==> src/rtl/src_consts.vh <==
`ifndef SRC_CONSTS_VH
`define SRC_CONSTS_VH
// Reset request vector bit positions
`define SRC_NSRC        8
`define SRC_B_POR       0
`define SRC_B_PIN       1
`define SRC_B_CMP       2
`define SRC_B_SW        3
`define SRC_B_MON       4
`define SRC_B_WDT       5
`define SRC_B_MCD       6
`define SRC_B_FLASH     7
// Timing at 100 MHz
`define SRC_CLK_MHZ     100
`define SRC_PIN_MIN_US  15
`define SRC_DELAY_US    50
`define SRC_PIN_CYC     (`SRC_PIN_MIN_US * `SRC_CLK_MHZ)
`define SRC_DELAY_CYC   (`SRC_DELAY_US * `SRC_CLK_MHZ)
// Start-up values
`define SRC_PC_RESET    16'h0000
`define SRC_CLK_INTOSC  2'h0
`define SRC_CAUSE_POR   8'h01
`define SRC_CNT_W       13
`define SRC_SYNC_W      2
`endif

==> src/rtl/src_sync.v <==
`default_nettype none
// Two-flop level synchroniser; first stage feeds only the second
module src_sync #(
   parameter W = 8
) (
   input  wire         clock_i,
   input  wire         reset_i,
   input  wire [W-1:0] d_i,
   output wire [W-1:0] q_o
);
   reg [W-1:0] s1_reg;
   reg [W-1:0] s2_reg;
   always @(posedge clock_i or posedge reset_i) begin
      if (reset_i) begin
         s1_reg <= {W{1'b0}};
         s2_reg <= {W{1'b0}};
      end else begin
         s1_reg <= d_i;
         s2_reg <= s1_reg;
      end
   end
   assign q_o = s2_reg;
endmodule // src_sync
`default_nettype wire

==> src/rtl/src_reset_ctrl.v <==
`include "src_consts.vh"
`default_nettype none
// How it works
// - Core run enable stays low whenever any reset is in effect.
// - Module reset on entry; power-on-only reset solely on power-on.
// - Interrupt and timer enables drop while in reset.
// - RAM gets no reset; its keep-contents flag stays high.
// - Default ports: latches high, open-drain, weak pull-ups on throughout.
// - Retention keeps port state except on power-on.
// - Supply monitor or power-on reset drives the reset pin low until exit.
// - Instruction pointer reloads to zero on leaving reset.
// - Clock select forced to internal oscillator on leaving reset.
// - Watchdog enabled and running on leaving reset.
// - Any of eight requesters enters reset.
// - Execution resumes 50 us after a non-power-on source releases.
module src_reset_ctrl #(
   parameter PIN_CYC   = `SRC_PIN_CYC,
   parameter DELAY_CYC = `SRC_DELAY_CYC
) (
   input  wire        clock_i,
   input  wire        reset_i,
   input  wire        cmp_reset_i,
   input  wire        sw_reset_i,
   input  wire        supply_low_i,
   input  wire        wdt_reset_i,
   input  wire        missing_clk_i,
   input  wire        flash_err_i,
   input  wire        external_reset_pin_n_i,
   input  wire        retain_enable_i,
   output reg         external_reset_pin_n_o,
   output reg         external_reset_pin_n_oe_o,
   output reg         core_run_o,
   output reg         sys_reset_o,
   output reg         por_reset_o,
   output reg         irq_enable_o,
   output reg         timer_enable_o,
   output reg         ram_keep_o,
   output reg         port_latch_high_o,
   output reg         port_open_drain_o,
   output reg         port_pullup_en_o,
   output reg         io_retain_o,
   output reg  [15:0] instruction_pointer_o,
   output reg  [1:0]  clock_select_o,
   output reg         wdt_enable_o,
   output reg  [7:0]  reset_cause_o
);
   localparam ST_POR  = 2'h0;
   localparam ST_HOLD = 2'h1;
   localparam ST_WAIT = 2'h2;
   localparam ST_RUN  = 2'h3;
   localparam integer PIN_LAST = PIN_CYC - 1;
   localparam integer DLY_LAST = DELAY_CYC - 1;
   localparam [`SRC_CNT_W-1:0] PIN_MAX = PIN_LAST[`SRC_CNT_W-1:0];
   localparam [`SRC_CNT_W-1:0] DLY_MAX = DLY_LAST[`SRC_CNT_W-1:0];

   wire [7:0] raw_req;
   wire [7:0] req;
   reg  [1:0] state_reg;
   reg  [1:0] state_next;
   reg  [`SRC_CNT_W-1:0] pin_cnt_reg;
   reg  [`SRC_CNT_W-1:0] dly_cnt_reg;
   reg  [`SRC_CNT_W-1:0] dly_cnt_next;
   reg        pin_req_reg;
   reg        por_seen_reg;
   reg        drive_pin_reg;
   wire       any_req;
   wire       in_reset;

   // Retention is void until the power-on sequence has run once
   function keep_io;
      input retain_en;
      input por_open;
      begin
         keep_io = retain_en & ~por_open;
      end
   endfunction

   // Pin is low-true; debounce applied after synchronising
   assign raw_req = {flash_err_i, missing_clk_i, wdt_reset_i, supply_low_i,
                     sw_reset_i, cmp_reset_i, ~external_reset_pin_n_i,
                     1'b0};

   src_sync #(.W(`SRC_NSRC)) u_sync (
      .clock_i (clock_i),
      .reset_i (reset_i),
      .d_i     (raw_req),
      .q_o     (req)
   );

   // Pin counts only after 15 us low, so glitches and our own drive
   // echo are filtered; our echo is masked since drive_pin marks it
   always @(posedge clock_i or posedge reset_i) begin
      if (reset_i) begin
         pin_cnt_reg <= {`SRC_CNT_W{1'b0}};
         pin_req_reg <= 1'b0;
      end else if (req[`SRC_B_PIN] && !drive_pin_reg) begin
         if (pin_cnt_reg == PIN_MAX) begin
            pin_req_reg <= 1'b1;
         end else begin
            pin_cnt_reg <= pin_cnt_reg + 1'b1;
         end
      end else begin
         pin_cnt_reg <= {`SRC_CNT_W{1'b0}};
         pin_req_reg <= 1'b0;
      end
   end

   assign any_req = pin_req_reg | req[`SRC_B_CMP] | req[`SRC_B_SW] |
                    req[`SRC_B_MON] | req[`SRC_B_WDT] | req[`SRC_B_MCD] |
                    req[`SRC_B_FLASH];
   // Outputs follow the next state so they move with the state register
   assign in_reset = (state_next != ST_RUN);

   // A request during the wait restarts the hold, so the delay counts
   // from the last source to drop
   always @* begin
      state_next   = state_reg;
      dly_cnt_next = dly_cnt_reg;
      case (state_reg)
         ST_POR: begin
            state_next   = ST_HOLD;
         end
         ST_HOLD: begin
            dly_cnt_next = {`SRC_CNT_W{1'b0}};
            if (!any_req) begin
               state_next = ST_WAIT;
            end
         end
         ST_WAIT: begin
            if (any_req) begin
               state_next = ST_HOLD;
            end else if (dly_cnt_reg == DLY_MAX) begin
               state_next = ST_RUN;
            end else begin
               dly_cnt_next = dly_cnt_reg + 1'b1;
            end
         end
         ST_RUN: begin
            if (any_req) begin
               state_next = ST_HOLD;
            end
         end
         default: begin
            state_next = ST_POR;
         end
      endcase
   end

   always @(posedge clock_i or posedge reset_i) begin
      if (reset_i) begin
         state_reg     <= ST_POR;
         dly_cnt_reg   <= {`SRC_CNT_W{1'b0}};
         por_seen_reg  <= 1'b1;
         drive_pin_reg <= 1'b1;
      end else begin
         state_reg   <= state_next;
         dly_cnt_reg <= dly_cnt_next;
         if (state_next == ST_RUN) begin
            por_seen_reg  <= 1'b0;
            drive_pin_reg <= 1'b0;
         end else if (req[`SRC_B_MON]) begin
            drive_pin_reg <= 1'b1;
         end
      end
   end

   // Outputs, all registered; asynchronous reset gives power-on state
   always @(posedge clock_i or posedge reset_i) begin
      if (reset_i) begin
         external_reset_pin_n_o    <= 1'b0;
         external_reset_pin_n_oe_o <= 1'b1;
         core_run_o            <= 1'b0;
         sys_reset_o           <= 1'b1;
         por_reset_o           <= 1'b1;
         irq_enable_o          <= 1'b0;
         timer_enable_o        <= 1'b0;
         ram_keep_o            <= 1'b1;
         port_latch_high_o     <= 1'b1;
         port_open_drain_o     <= 1'b1;
         port_pullup_en_o      <= 1'b1;
         io_retain_o           <= 1'b0;
         instruction_pointer_o <= `SRC_PC_RESET;
         clock_select_o        <= `SRC_CLK_INTOSC;
         wdt_enable_o          <= 1'b1;
         reset_cause_o         <= `SRC_CAUSE_POR;
      end else begin
         external_reset_pin_n_o    <= 1'b0;
         external_reset_pin_n_oe_o <= in_reset &
            (drive_pin_reg | req[`SRC_B_MON]);
         core_run_o  <= ~in_reset;
         sys_reset_o <= in_reset;
         por_reset_o <= in_reset & por_seen_reg;
         if (in_reset) begin
            irq_enable_o   <= 1'b0;
            timer_enable_o <= 1'b0;
            // Retention honoured only away from power-on
            io_retain_o <= keep_io(retain_enable_i, por_seen_reg);
            if (!keep_io(retain_enable_i, por_seen_reg)) begin
               port_latch_high_o <= 1'b1;
               port_open_drain_o <= 1'b1;
            end
            instruction_pointer_o <= `SRC_PC_RESET;
            clock_select_o        <= `SRC_CLK_INTOSC;
            wdt_enable_o          <= 1'b1;
            if (state_reg == ST_RUN) begin
               reset_cause_o <= {req[`SRC_B_FLASH:`SRC_B_CMP],
                                 pin_req_reg, 1'b0};
            end
         end else begin
            irq_enable_o   <= 1'b1;
            timer_enable_o <= 1'b1;
            io_retain_o    <= 1'b0;
            // Ports go back to firmware; the latch itself keeps its value
            port_latch_high_o <= 1'b0;
            port_open_drain_o <= 1'b0;
         end
         ram_keep_o       <= 1'b1;
         port_pullup_en_o <= 1'b1;
      end
   end
endmodule // src_reset_ctrl
`default_nettype wire

==> config.mk <==
export PLATFORM = sky130hd
export DESIGN_NAME = src_reset_ctrl
export DESIGN_NICKNAME = d
export VERILOG_FILES = /design/src/rtl/src_sync.v /design/src/rtl/src_reset_ctrl.v
export VERILOG_INCLUDE_DIRS = /design/src /design/src/rtl
export SDC_FILE = /design/constraint.sdc
export NUM_CORES = 1
export LEC_CHECK = 0
export BUFFER_PORTS_ARGS = -buffer_cell sky130_fd_sc_hd__buf_2
export CAP_MARGIN = 20
export CORE_ASPECT_RATIO = 1.75
export CORE_UTILIZATION = 41
export CTS_BUF_LIST = sky130_fd_sc_hd__clkbuf_4 sky130_fd_sc_hd__clkbuf_8
export DETAILED_ROUTE_END_ITERATION = 8
export PLACE_DENSITY = 0.66
export SYNTH_ARGS = -nofsm -noshare
export SYNTH_HDL_FRONTEND = slang
export SYNTH_SLANG_ARGS = --single-unit
==> constraint.sdc <==
create_clock -name clock_i -period 2.7 [get_ports clock_i]
set_clock_uncertainty 0.05 [all_clocks]
set_input_delay 0.135 -clock clock_i [delete_from_list [all_inputs] [get_ports clock_i]]
set_output_delay 0.135 -clock clock_i [all_outputs]
set_load 0.02 [all_outputs]
# Yosys cells after proc, flatten, opt, wreduce, memory -nomap -nowiden
# Cells that the tools add are included.
dict set report totals {
  regBits 60
  inputBits 10
  out_inout_bits 39
  wordCells 68
}
dict set report op_classes {
  add_sub_neg 2
  n_eq_ne 12
  n_mux 18
  bitwise_logic 13
  reduce_logical 7
}
# cell n
set ops {}
lappend ops {{$mux W13} 4}
lappend ops {{$add A13 B1 Y13 const B} 2}
lappend ops {{$pmux W13 S2} 1}
lappend ops {{$eq A13 B11 Y1 const B} 1}
lappend ops {{$eq A13 B13 Y1 const B} 1}
lappend ops {{$ne A2 B2 Y1 const B} 5}
lappend ops {{$mux W1} 8}
lappend ops {{$mux W2} 4}
lappend ops {{$pmux W2 S4} 1}
lappend ops {{$or A1 B1 Y1} 7}
lappend ops {{$eq A2 B2 Y1 const B} 3}
lappend ops {{$reduce_bool A2 Y1} 2}
lappend ops {{$and A1 B1 Y1} 3}
lappend ops {{$not A1 Y1} 3}
lappend ops {{$reduce_and A3 Y1} 1}
lappend ops {{$eq A2 B1 Y1 const B} 1}
lappend ops {{$logic_not A2 Y1} 1}
lappend ops {{$ne A2 B1 Y1 const B} 1}
lappend ops {{$reduce_and A2 Y1} 1}
lappend ops {{$logic_and A1 B1 Y1} 1}
lappend ops {{$logic_not A1 Y1} 1}

# Logic depth before layout (Yosys ltp)
# Gate-level depths: netlist of run 1.
dict set report logic_depth {
  ltp_word 10
  mapped_depth 6
  depth_no_buf 5
}

# Modules after synthesis
# Synthesis of run 1 repeated with hierarchy kept, for this count alone.
dict set report unflattened {
  cells_unflattened 256
  hier_area_um2 2760.1
}
# mod instances cells_per_inst area_per_inst_um2 seq_area_each_um2
set by_module_without_submodules {}
lappend by_module_without_submodules {src_reset_ctrl 1 239 2356.0 1134.8}
lappend by_module_without_submodules {src_sync 1 17 404.1 400.4}

# Worst setup path after synthesis of run 1
# Ideal clock, no wire load.
dict set report synth_timing {
  path_type {flip-flop to flip-flop}
  startpoint {register u_sync.s2_reg[4] (netlist: u_sync.q_o[4])}
  endpoint {register dly_cnt_reg[9]}
  setup_time_ns 0.078
  arrival_time_ns 2.162
  required_time_ns 2.572
  slack_ns 0.411
  path_stages_with_launch 6
  n_path_buf 1
  synth_period_minus_slack_ns 2.289
  path_cell_list {dfrtp_1 > or4_4 > or4_1 > buf_2 > or4_1 > a21oi_1}
}
dict set report synth_via {
  elab_chain_len 6
}
# item line_no
set synth_lines {}
lappend synth_lines {{start, declared} src_sync.v:12} ;# reg [W-1:0] s2_reg;
lappend synth_lines {{start signal, assigned} src_sync.v:16} ;# s2_reg <= {W{1'b0}};
lappend synth_lines {{start signal, assigned} src_sync.v:19} ;# s2_reg <= s1_reg;
lappend synth_lines {{$or A1 B1 Y1 (4 in series)} src_reset_ctrl.v:108} ;# assign any_req = pin_req_reg | req[`SRC_B_CMP] | req[`SRC_B_SW] |
lappend synth_lines {{$ne A2 B2 Y1 (no source line)} -}
lappend synth_lines {{$reduce_and A3 Y1 (no source line)} -}
lappend synth_lines {{end signal, assigned} src_reset_ctrl.v:152} ;# dly_cnt_reg <= {`SRC_CNT_W{1'b0}};
lappend synth_lines {{end signal, assigned} src_reset_ctrl.v:157} ;# dly_cnt_reg <= dly_cnt_next;
lappend synth_lines {{end, declared} src_reset_ctrl.v:61} ;# reg [`SRC_CNT_W-1:0] dly_cnt_reg;
# Every way passes these cells.
# A chain may end at the register's enable or synchronous reset.

# Worst setup path after layout of run 1
# Same ends and word-level chain as after synthesis.

==> results of run 1 <==
-- cell type report --
class                      instances  area share (%)
clock inverter                     6            2.86
clock buffer                      10            4.43
multi-input combinational        169            32.9
timing repair buffer              38            7.82
inverter                           8           0.967
sequential                        59            47.8
tap                               80            3.22
-- layout by cell type, fill, tap and decap left out, types with 3 or more instances in the layout --
cell type / Yosys / routed
dfrtp_1: 52 / 52
buf_2: 1 / 26
conb_1: 2 / 22
nor2_1: 18 / 18
nand3_1: 12 / 12
nand2_1: 12 / 12
a21oi_1: 12 / 12
or4_1: 11 / 11
clkbuf_8: 0 / 10
dlygate4sd3_1: 0 / 9
inv_1: 8 / 7
o31ai_1: 7 / 7
nand2b_1: 7 / 7
mux2_2: 7 / 7
dfstp_2: 7 / 7
nor2b_1: 6 / 6
xnor2_1: 6 / 6
nand4_1: 5 / 5
o21ai_0: 5 / 5
nor3_1: 5 / 5
or3_1: 4 / 4
and3_1: 3 / 3
buf_4: 25 / 3
-- logic make-up (layout without fill, tap and decap cells) --
family          Yosys count  in the layout  synth area share [%]
buf+inv                  42             62                  9.42
xor+xnor                  8              8                  2.61
flops                    59             59                  55.3
other cells               2             22                 0.280
simple gates             94             94                  19.6
fa+ha+maj                 2              2                 0.932
mux                       9              9                  3.68
compound gates           34             34                  8.16
-- critical path: cells and delay by family (launching register included) --
kind               cells  cell delay [ns]
and+or+nand+nor        3             1.72
DFF                    1             0.39
AOI/OAI and AO/OA      1             0.15
-- power breakdown --
group          switching, mW  leakage [nW]  internal, mW
Combinational         0.0860         0.471        0.0419
Sequential            0.0134         0.753         0.913
Clock                  0.350         0.108         0.544
Total                  0.450          1.33          1.50
-- worst paths after layout --
path	start	to	slack [ns]	depth (start not counted)
hold reg to reg	u_sync.s1_reg[5]$_DFF_PP0_	u_sync.q_o[5]$_DFF_PP0_	0.30	0
setup reg to reg	u_sync.q_o[4]$_DFF_PP0_	dly_cnt_reg[9]$_DFFE_PP0P_	0.32	4
hold / removal	u_sync.s1_reg[5]$_DFF_PP0_	u_sync.q_o[5]$_DFF_PP0_	0.30	0
setup / recovery	u_sync.q_o[4]$_DFF_PP0_	dly_cnt_reg[9]$_DFFE_PP0P_	0.32	4
max in group asynchronous	reset_i	reset_cause_o[0]$_DFFE_PP1P_	1.47	4
min in group asynchronous	reset_i	io_retain_o$_DFF_PP0_	0.42	3
-- per-layer routing --
| metal | track usage, % | vias to the layer above | wire [microns] |
|---|---|---|---|
| li1 | - | 914 | - |
| met1 | 18.1 | 899 | 1870 |
| met2 | 27.4 | 47 | 2680 |
| met3 | 3.24 | 13 | 163 |
| met4 | 12.5 | 0 | 153 |
| met5 | 0 | - | 0 |
==> run_results.csv, run 1 <==
group,metric,value,unit
floorplan,die_w,63.2,microns
floorplan,fp-row-count,38,
sta,drv_slew,0,
run_status,status,"finished, final reports clean",
power_and_ir_drop,power_density,628,nW/um^2
floorplan,start_util,42.8,%
grt,antenna_found_initial,0,
synthesis,ys_ff_latch,59,
synthesis,ys_top_cells_by_area,"dfrtp_1, buf_4, dfstp_2",
power_and_ir_drop,p_total,1.95,mW
clocking,clock-sinks,59,
floorplan,die_h,109,microns
clocking,cts_tree,"done",
final_layout,register_area,1490,sq um
sta,timing.fmax,419,MHz
final_layout,syn_to_final_growth,15.7,%
placed_design,gp_congestion,0.819,
sta,tightestPinTransition,0.712,ns
floorplan,core,6280,sq um
power_and_ir_drop,ir_drop,400,uV
setup_path,cp_data_required_time,2.91,ns
synthesis,ys_types,43,
synthesis,synth-warning-count,0,
synthesis,syn_area_per_cell,10.7,sq um
routing,dr.first_iter.drc_count,50,
sta,fin_ws,0.315,ns
setup_path,arrival,2.60,ns
final_layout,fin_cells,370,
final_layout,final_nets,297,
setup_path,path_cells,"or4_4 -> or4_1 -> or4_1 -> a21oi_1",
routing,drcViolationCount,0,
placed_design,dp_hpwl,3460,microns
routing,vias_per_cell,5.06,
sta,setup_viol,0,
grt,overflow,0,
setup_path,cp_slowest_cell,"or4_1",
sta,hold_violations,0,
sta,rsz0062_at_grt,"false",
setup_path,crit_path_max_fanout,7,
final_layout,stdcell_area,3110,sq um
synthesis,synth_area_leader_cell,"dfrtp_1",
final_layout,multiInputGateArea,1020,sq um
sta,hold_ws,0.296,ns
synthesis,synth-edff-count,0,
synthesis,ys_seq_area_share,55.3,%
routing,routedWlPerCell,13.2,microns
placed_design,dp.cells,345,
grt,grtUsageTotal,16.3,%
synthesis,synth_ff_type,"dfrtp_1",
routing,detail-route-antenna-nets,0,
clocking,cts_buffer_depth,2,
sta,min_period_over_period,88.3,%
clocking,htree_levels,3,
placed_design,io_buffers,26,
placed_design,post_dp_cell_area,2790,sq um
routing,drtPass1Iterations,4,
grt,first_global_vias,1835,
routing,totalWireLength,4870,microns
synthesis,ys_async_sr_fraction,100,%
floorplan,ios,49,
routing,num_vias,1873,
power_and_ir_drop,p_leak,1.33,nW
sta,relSlewSlack,52.5,%
synthesis,synth_top_cell_area_share,48.5,%
grt,grt_max_degree,37,
hold_path,hp-class,"reg -> reg",
clocking,cts.clk_slew.worst_paths,0.07,ns
setup_path,critPathMaxStageDelay,0.65,ns
run,maxCapViolations,0,
final_layout,n_antenna_cell,0,
clocking,cts_root_buf,"clkbuf_8",
placed_design,dpl_worst_slack,0.336,ns
setup_path,start_kind,"flop",
final_layout,nFillCells,630,
clocking,ctsHoldBuffers,9,
setup_path,cpMostUsedCell,"or4_1",
synthesis,synth_common_cells,"dfrtp_1, buf_4, nor2_1",
final_layout,layout-drive-gt1-share,21.4,%
grt,grt_pass1_wl,8550,microns
sta,tns,0,ns
synthesis,synth.most_common_cell,"dfrtp_1",
setup_path,critPathKind,"reg -> reg",
clocking,clkLatencyLatePin,0.34,ns
final_layout,fin_util,49.5,%
floorplan,die_area,6890,sq um
clocking,post_cts_buffers,0,
synthesis,synth_cells,250,
sta,min_period,2.38,ns
setup_path,cp-end-kind,"flop",
clocking,cts-buffers-inserted,9,
synthesis,syn-cell-area,2680,sq um
clocking,cts_resized,0,
No activity file was read; power rests on OpenSTA's default activity.
==> run 2: changes to the inputs <==
- REMOVE_ABC_BUFFERS: unset -> 1
==> run 2 against run 1 <==
Compared with the run above: flip-flop and latch count unchanged; core utilization down 0.86 points; final cell count down 0.54%; global-route usage down 0.083 points; routed wire length up 5.2%; cell area down 1.7%.
==> run_results.csv, run 2 (synthesis gave the netlist of run 1 again) <==
group,metric,value,unit
run_status,status,"finished, final reports clean",
final_layout,layout-drive-gt1-share,21.2,%
placed_design,dp_hpwl,3610,microns
clocking,post_cts_buffers,0,
grt,grt_pass1_wl,8490,microns
clocking,cts_resized,0,
clocking,ctsHoldBuffers,8,
clocking,clock-sinks,59,
sta,tns,0,ns
power_and_ir_drop,power_density,592,nW/um^2
sta,min_period,2.43,ns
grt,grtUsageTotal,16.3,%
clocking,cts-buffers-inserted,9,
power_and_ir_drop,p_seq_share,51.3,%
hold_path,min_delay_path_depth,3,
hold_path,min_to,"io_retain_o$_DFF_PP0_",
hold_path,hp-class,"in -> reg",
final_layout,syn_to_final_growth,13.7,%
setup_path,cp_data_required_time,2.90,ns
floorplan,core,6280,sq um
sta,hold_ws,0.0282,ns
floorplan,die_area,6890,sq um
setup_path,r2r-end,"dly_cnt_reg[9]$_DFFE_PP0P_",
sta,tightestPinTransition,0.595,ns
power_and_ir_drop,combPwrFrac,7.0,%
clocking,cts_root_buf,"clkbuf_8",
final_layout,mostFrequentLayoutCell,"dfrtp_1",
setup_path,cp-end-kind,"flop",
setup_path,r2r_slack,0.27,ns
clocking,htree_levels,3,
setup_path,crit_path_max_fanout,7,
floorplan,fp-row-count,38,
clocking,cts_tree,"done",
power_and_ir_drop,p_leak,1.32,nW
hold_path,holdCritStartpoint,"retain_enable_i",
final_layout,final_nets,295,
grt,antenna_found_initial,0,
final_layout,layout_common_cells,"dfrtp_1, buf_2, conb_1, nor2_1",
setup_path,arrival,2.64,ns
power_and_ir_drop,power.switching,0.428,mW
routing,drcViolationCount,0,
sta,rsz0062_at_grt,"false",
grt,grt_max_degree,42,
clocking,clkLatencyLatePin,0.33,ns
setup_path,start_kind,"flop",
sta,setup_viol,0,
routing,dr.first_iter.drc_count,95,
clocking,cts_buffer_depth,2,
routing,drtPass1Iterations,4,
sta,min_period_over_period,90.0,%
grt,overflow,0,
routing,totalWireLength,5120,microns
routing,routedWlPerCell,13.9,microns
power_and_ir_drop,power.internal,1.38,mW
routing,num_vias,1877,
power_and_ir_drop,switching_share,23.7,%
final_layout,fin_util,48.6,%
setup_path,critPathKind,"reg -> reg",
grt,first_global_vias,1846,
placed_design,io_buffers,26,
floorplan,start_util,42.8,%
setup_path,rr_startpoint,"u_sync.q_o[4]$_DFF_PP0_",
run,maxCapViolations,0,
floorplan,ios,49,
sta,timing.fmax,411,MHz
setup_path,r2r_cells,4,
sta,hold_violations,0,
sta,drv_slew,0,
routing,detail-route-antenna-nets,0,
routing,vias_per_cell,5.10,
power_and_ir_drop,ir_drop,371,uV
clocking,cts.clk_slew.worst_paths,0.06,ns
floorplan,die_h,109,microns
floorplan,die_w,63.2,microns
sta,relSlewSlack,60.2,%
final_layout,n_antenna_cell,0,
placed_design,gp_congestion,0.858,
power_and_ir_drop,clkPwrFrac,41.7,%
==> run 2: layout make-up <==
type | count | area (sq um)
clock buffers | 14 | 180
fillers | 614 | 3220
repair buffers | 36 | 225
inverters | 8 | 30.0
clock inverters | 2 | 10.0
flip-flops and latches | 59 | 1490
well taps | 80 | 100
multi-input cells | 169 | 1020
==> run 2: power by group through the flow <==
stage               sequential (mW)  combinational [mW]  clock, mW
global placement              0.944               0.118          0
detailed placement            0.944               0.118          0
floorplan                     0.963              0.0601          0
CTS                           0.928               0.127      0.770
global route                  0.931               0.138      0.808
finish                        0.928               0.126      0.753
==> run 2: per-layer routing <==
metal	share of wire [%]	track usage (%)	vias up
met5	0	0	-
met4	2.1	8.97	0
met3	2.8	4.71	11
met2	57	29.2	41
met1	38	16.7	921
li1	-	-	904
==> run 2: worst max-delay path, stage by stage (launching register included) <==
cell     delay, ns
dfrtp_1       0.40
or4_4         0.57
or4_1         0.65
or4_1         0.52
a21oi_1       0.16
==> run 2: worst max-delay path by stage <==
stage                                           from                    endpoint  slack [ns]
after floorplan              u_sync.q_o[4]$_DFF_PP0_  dly_cnt_reg[9]$_DFFE_PP0P_        0.43
after global placement       u_sync.q_o[4]$_DFF_PP0_  dly_cnt_reg[9]$_DFFE_PP0P_        0.36
after detailed placement     u_sync.q_o[4]$_DFF_PP0_  dly_cnt_reg[9]$_DFFE_PP0P_        0.29
after CTS                    u_sync.q_o[4]$_DFF_PP0_  dly_cnt_reg[9]$_DFFE_PP0P_        0.27
after global routing      dly_cnt_reg[0]$_DFFE_PP0P_       io_retain_o$_DFF_PP0_        0.11
final                        u_sync.q_o[4]$_DFF_PP0_  dly_cnt_reg[9]$_DFFE_PP0P_        0.27
==> run 2: per-stage QoR <==
stage	power, mW	instance area (sq um)	worst slack [ns]	std cells
after floorplan	1.02	2540	0.434	236
after global placement	1.06	2780	0.356	344
after detailed placement	1.06	2780	0.288	344
after CTS	1.83	3050	0.271	368
after global routing	1.88	3050	0.106	368
final	1.81	3050	0.269	368
==> run 3: changes to the inputs <==
==> constraint.sdc (replaced) <==
create_clock -name clock_i -period 2.7 [get_ports clock_i]
set_clock_uncertainty 0.05 [all_clocks]
set_input_delay 0.27 -clock clock_i [delete_from_list [all_inputs] [get_ports clock_i]]
set_output_delay 0.27 -clock clock_i [all_outputs]
set_load 0.02 [all_outputs]
==> run 3 against run 2 <==
Compared with the run above: global-route usage is 0.64 points lower; routed wire length shrank 3.5%; non-clock buffer count is 1 lower; first-iteration DRC count up 22%; count of clock-buffer cells in the layout shrank 1; setup slack gained 0.031 ns; critical path depth unchanged; clock power is 7.4% lower; hold slack gained 0.0011 ns; power fell by 3.2%; critical endpoint unchanged.
==> run_results.csv, run 3 (synthesis gave the netlist of run 1 again) <==
group,metric,value,unit
run_status,status,"finished, final reports clean",
setup_path,cp-end-kind,"flop",
grt,grtUsageTotal,15.6,%
grt,grt_max_degree,30,
floorplan,start_util,42.8,%
placed_design,dp_hpwl,3590,microns
clocking,cts_resized,0,
final_layout,nFillCells,602,
final_layout,final_nets,294,
final_layout,syn_to_final_growth,12.8,%
clocking,clock-sinks,59,
clocking,cts_root_buf,"clkbuf_8",
setup_path,cp_data_required_time,2.90,ns
sta,min_period_over_period,88.9,%
power_and_ir_drop,p_leak,1.31,nW
setup_path,critPathTopFamily,"simple AND/OR/NAND/NOR gates",
routing,routedWlPerCell,13.5,microns
grt,grt_pass1_wl,8050,microns
routing,num_vias,1913,
sta,min_period,2.40,ns
sta,relSlewSlack,61.3,%
routing,vias_per_cell,5.21,
sta,tns,0,ns
final_layout,mostFrequentLayoutCell,"dfrtp_1",
sta,setup_viol,0,
setup_path,critPathMaxStageDelay,0.65,ns
final_layout,multiInputGateArea,1020,sq um
setup_path,start_kind,"flop",
setup_path,arrival,2.60,ns
floorplan,die_h,109,microns
grt,antenna_found_initial,0,
final_layout,layout_common_cells,"dfrtp_1, buf_2, conb_1, nor2_1",
sta,hold_ws,0.0293,ns
power_and_ir_drop,ir_drop,409,uV
power_and_ir_drop,p_total,1.75,mW
setup_path,path_buf_inv,0,
floorplan,ios,49,
floorplan,fp-row-count,38,
clocking,cts_tree,"done",
clocking,cts_buffer_depth,2,
sta,rsz0062_at_grt,"false",
final_layout,n_antenna_cell,0,
power_and_ir_drop,power_density,578,nW/um^2
routing,drcViolationCount,0,
floorplan,core,6280,sq um
floorplan,die_area,6890,sq um
clocking,clkLatencyLatePin,0.34,ns
sta,tightestPinTransition,0.579,ns
clocking,cts.clk_slew.worst_paths,0.06,ns
sta,hold_violations,0,
clocking,ctsHoldBuffers,7,
hold_path,hp-class,"in -> reg",
grt,overflow,0,
sta,timing.fmax,417,MHz
setup_path,critPathKind,"reg -> reg",
clocking,cts-buffers-inserted,9,
clocking,htree_levels,3,
run,maxCapViolations,0,
grt,first_global_vias,1815,
setup_path,cp_slowest_cell,"or4_1",
setup_path,cpMostUsedCell,"or4_1",
clocking,post_cts_buffers,0,
final_layout,register_area,1490,sq um
routing,totalWireLength,4940,microns
final_layout,layout-drive-gt1-share,21.3,%
placed_design,io_buffers,26,
setup_path,path_cells,"or4_4 -> or4_1 -> or4_1 -> a21oi_1",
routing,dr.first_iter.drc_count,116,
routing,drtPass1Iterations,4,
setup_path,crit_path_max_fanout,7,
placed_design,gp_congestion,0.854,
routing,detail-route-antenna-nets,0,
floorplan,die_w,63.2,microns
sta,drv_slew,0,
-- run 3: worst paths after layout --
path                                             from                            to  slack (ns)  depth (start not counted)
setup / recovery              u_sync.q_o[4]$_DFF_PP0_    dly_cnt_reg[9]$_DFFE_PP0P_        0.30                          4
hold / removal                 external_reset_pin_n_i    u_sync.s1_reg[1]$_DFF_PP0_        0.03                          2
setup reg to reg              u_sync.q_o[4]$_DFF_PP0_    dly_cnt_reg[9]$_DFFE_PP0P_        0.30                          4
hold reg to reg            u_sync.s1_reg[5]$_DFF_PP0_       u_sync.q_o[5]$_DFF_PP0_        0.30                          0
max in group asynchronous                     reset_i  reset_cause_o[0]$_DFFE_PP1P_        1.55                          4
min in group asynchronous                     reset_i        state_reg[0]$_DFF_PP0_        0.37                          3
-- run 3: metal layers --
metal | track usage, % | vias up | wire length, microns
met2 | 26.3 | 61 | 2660
met1 | 16.2 | 930 | 1850
li1 | - | 898 | -
met5 | 0 | - | 0
met4 | 13.1 | 0 | 242
met3 | 3.97 | 24 | 183
-- run 3: final cells by class --
cell class / instances / share of cell area (%)
Sequential cell: 59 / 49.1
Multi-Input combinational cell: 169 / 33.7
Clock inverter: 3 / 0.496
Tap cell: 80 / 3.31
Clock buffer: 13 / 5.29
Timing Repair Buffer: 35 / 7.11
Inverter: 8 / 0.992
-- run 3: through the flow --
stage                     setup WS, ns  std cells  instance area [sq um]  utilization, %
after floorplan                  0.434        236                   2540               -
after global placement           0.362        344                   2780            44.3
after detailed placement         0.320        344                   2780            44.3
after CTS                        0.310        367                   3030            48.2
after global routing             0.147        367                   3030            48.2
final                            0.300        367                   3030            48.2
-- run 3: report_power, final --
group	total (mW)	internal [mW]	leakage, nW	switching [mW]
registers	0.928	0.914	0.753	0.0143
clock network	0.697	0.384	0.0974	0.313
logic	0.125	0.0398	0.457	0.0853
total	1.75	1.34	1.31	0.413
-- run 3: worst reg2reg max path, cell delays in order (launching register included) --
cell,delay (ns)
dfrtp_1,0.39
or4_4,0.57
or4_1,0.65
or4_1,0.50
a21oi_1,0.16
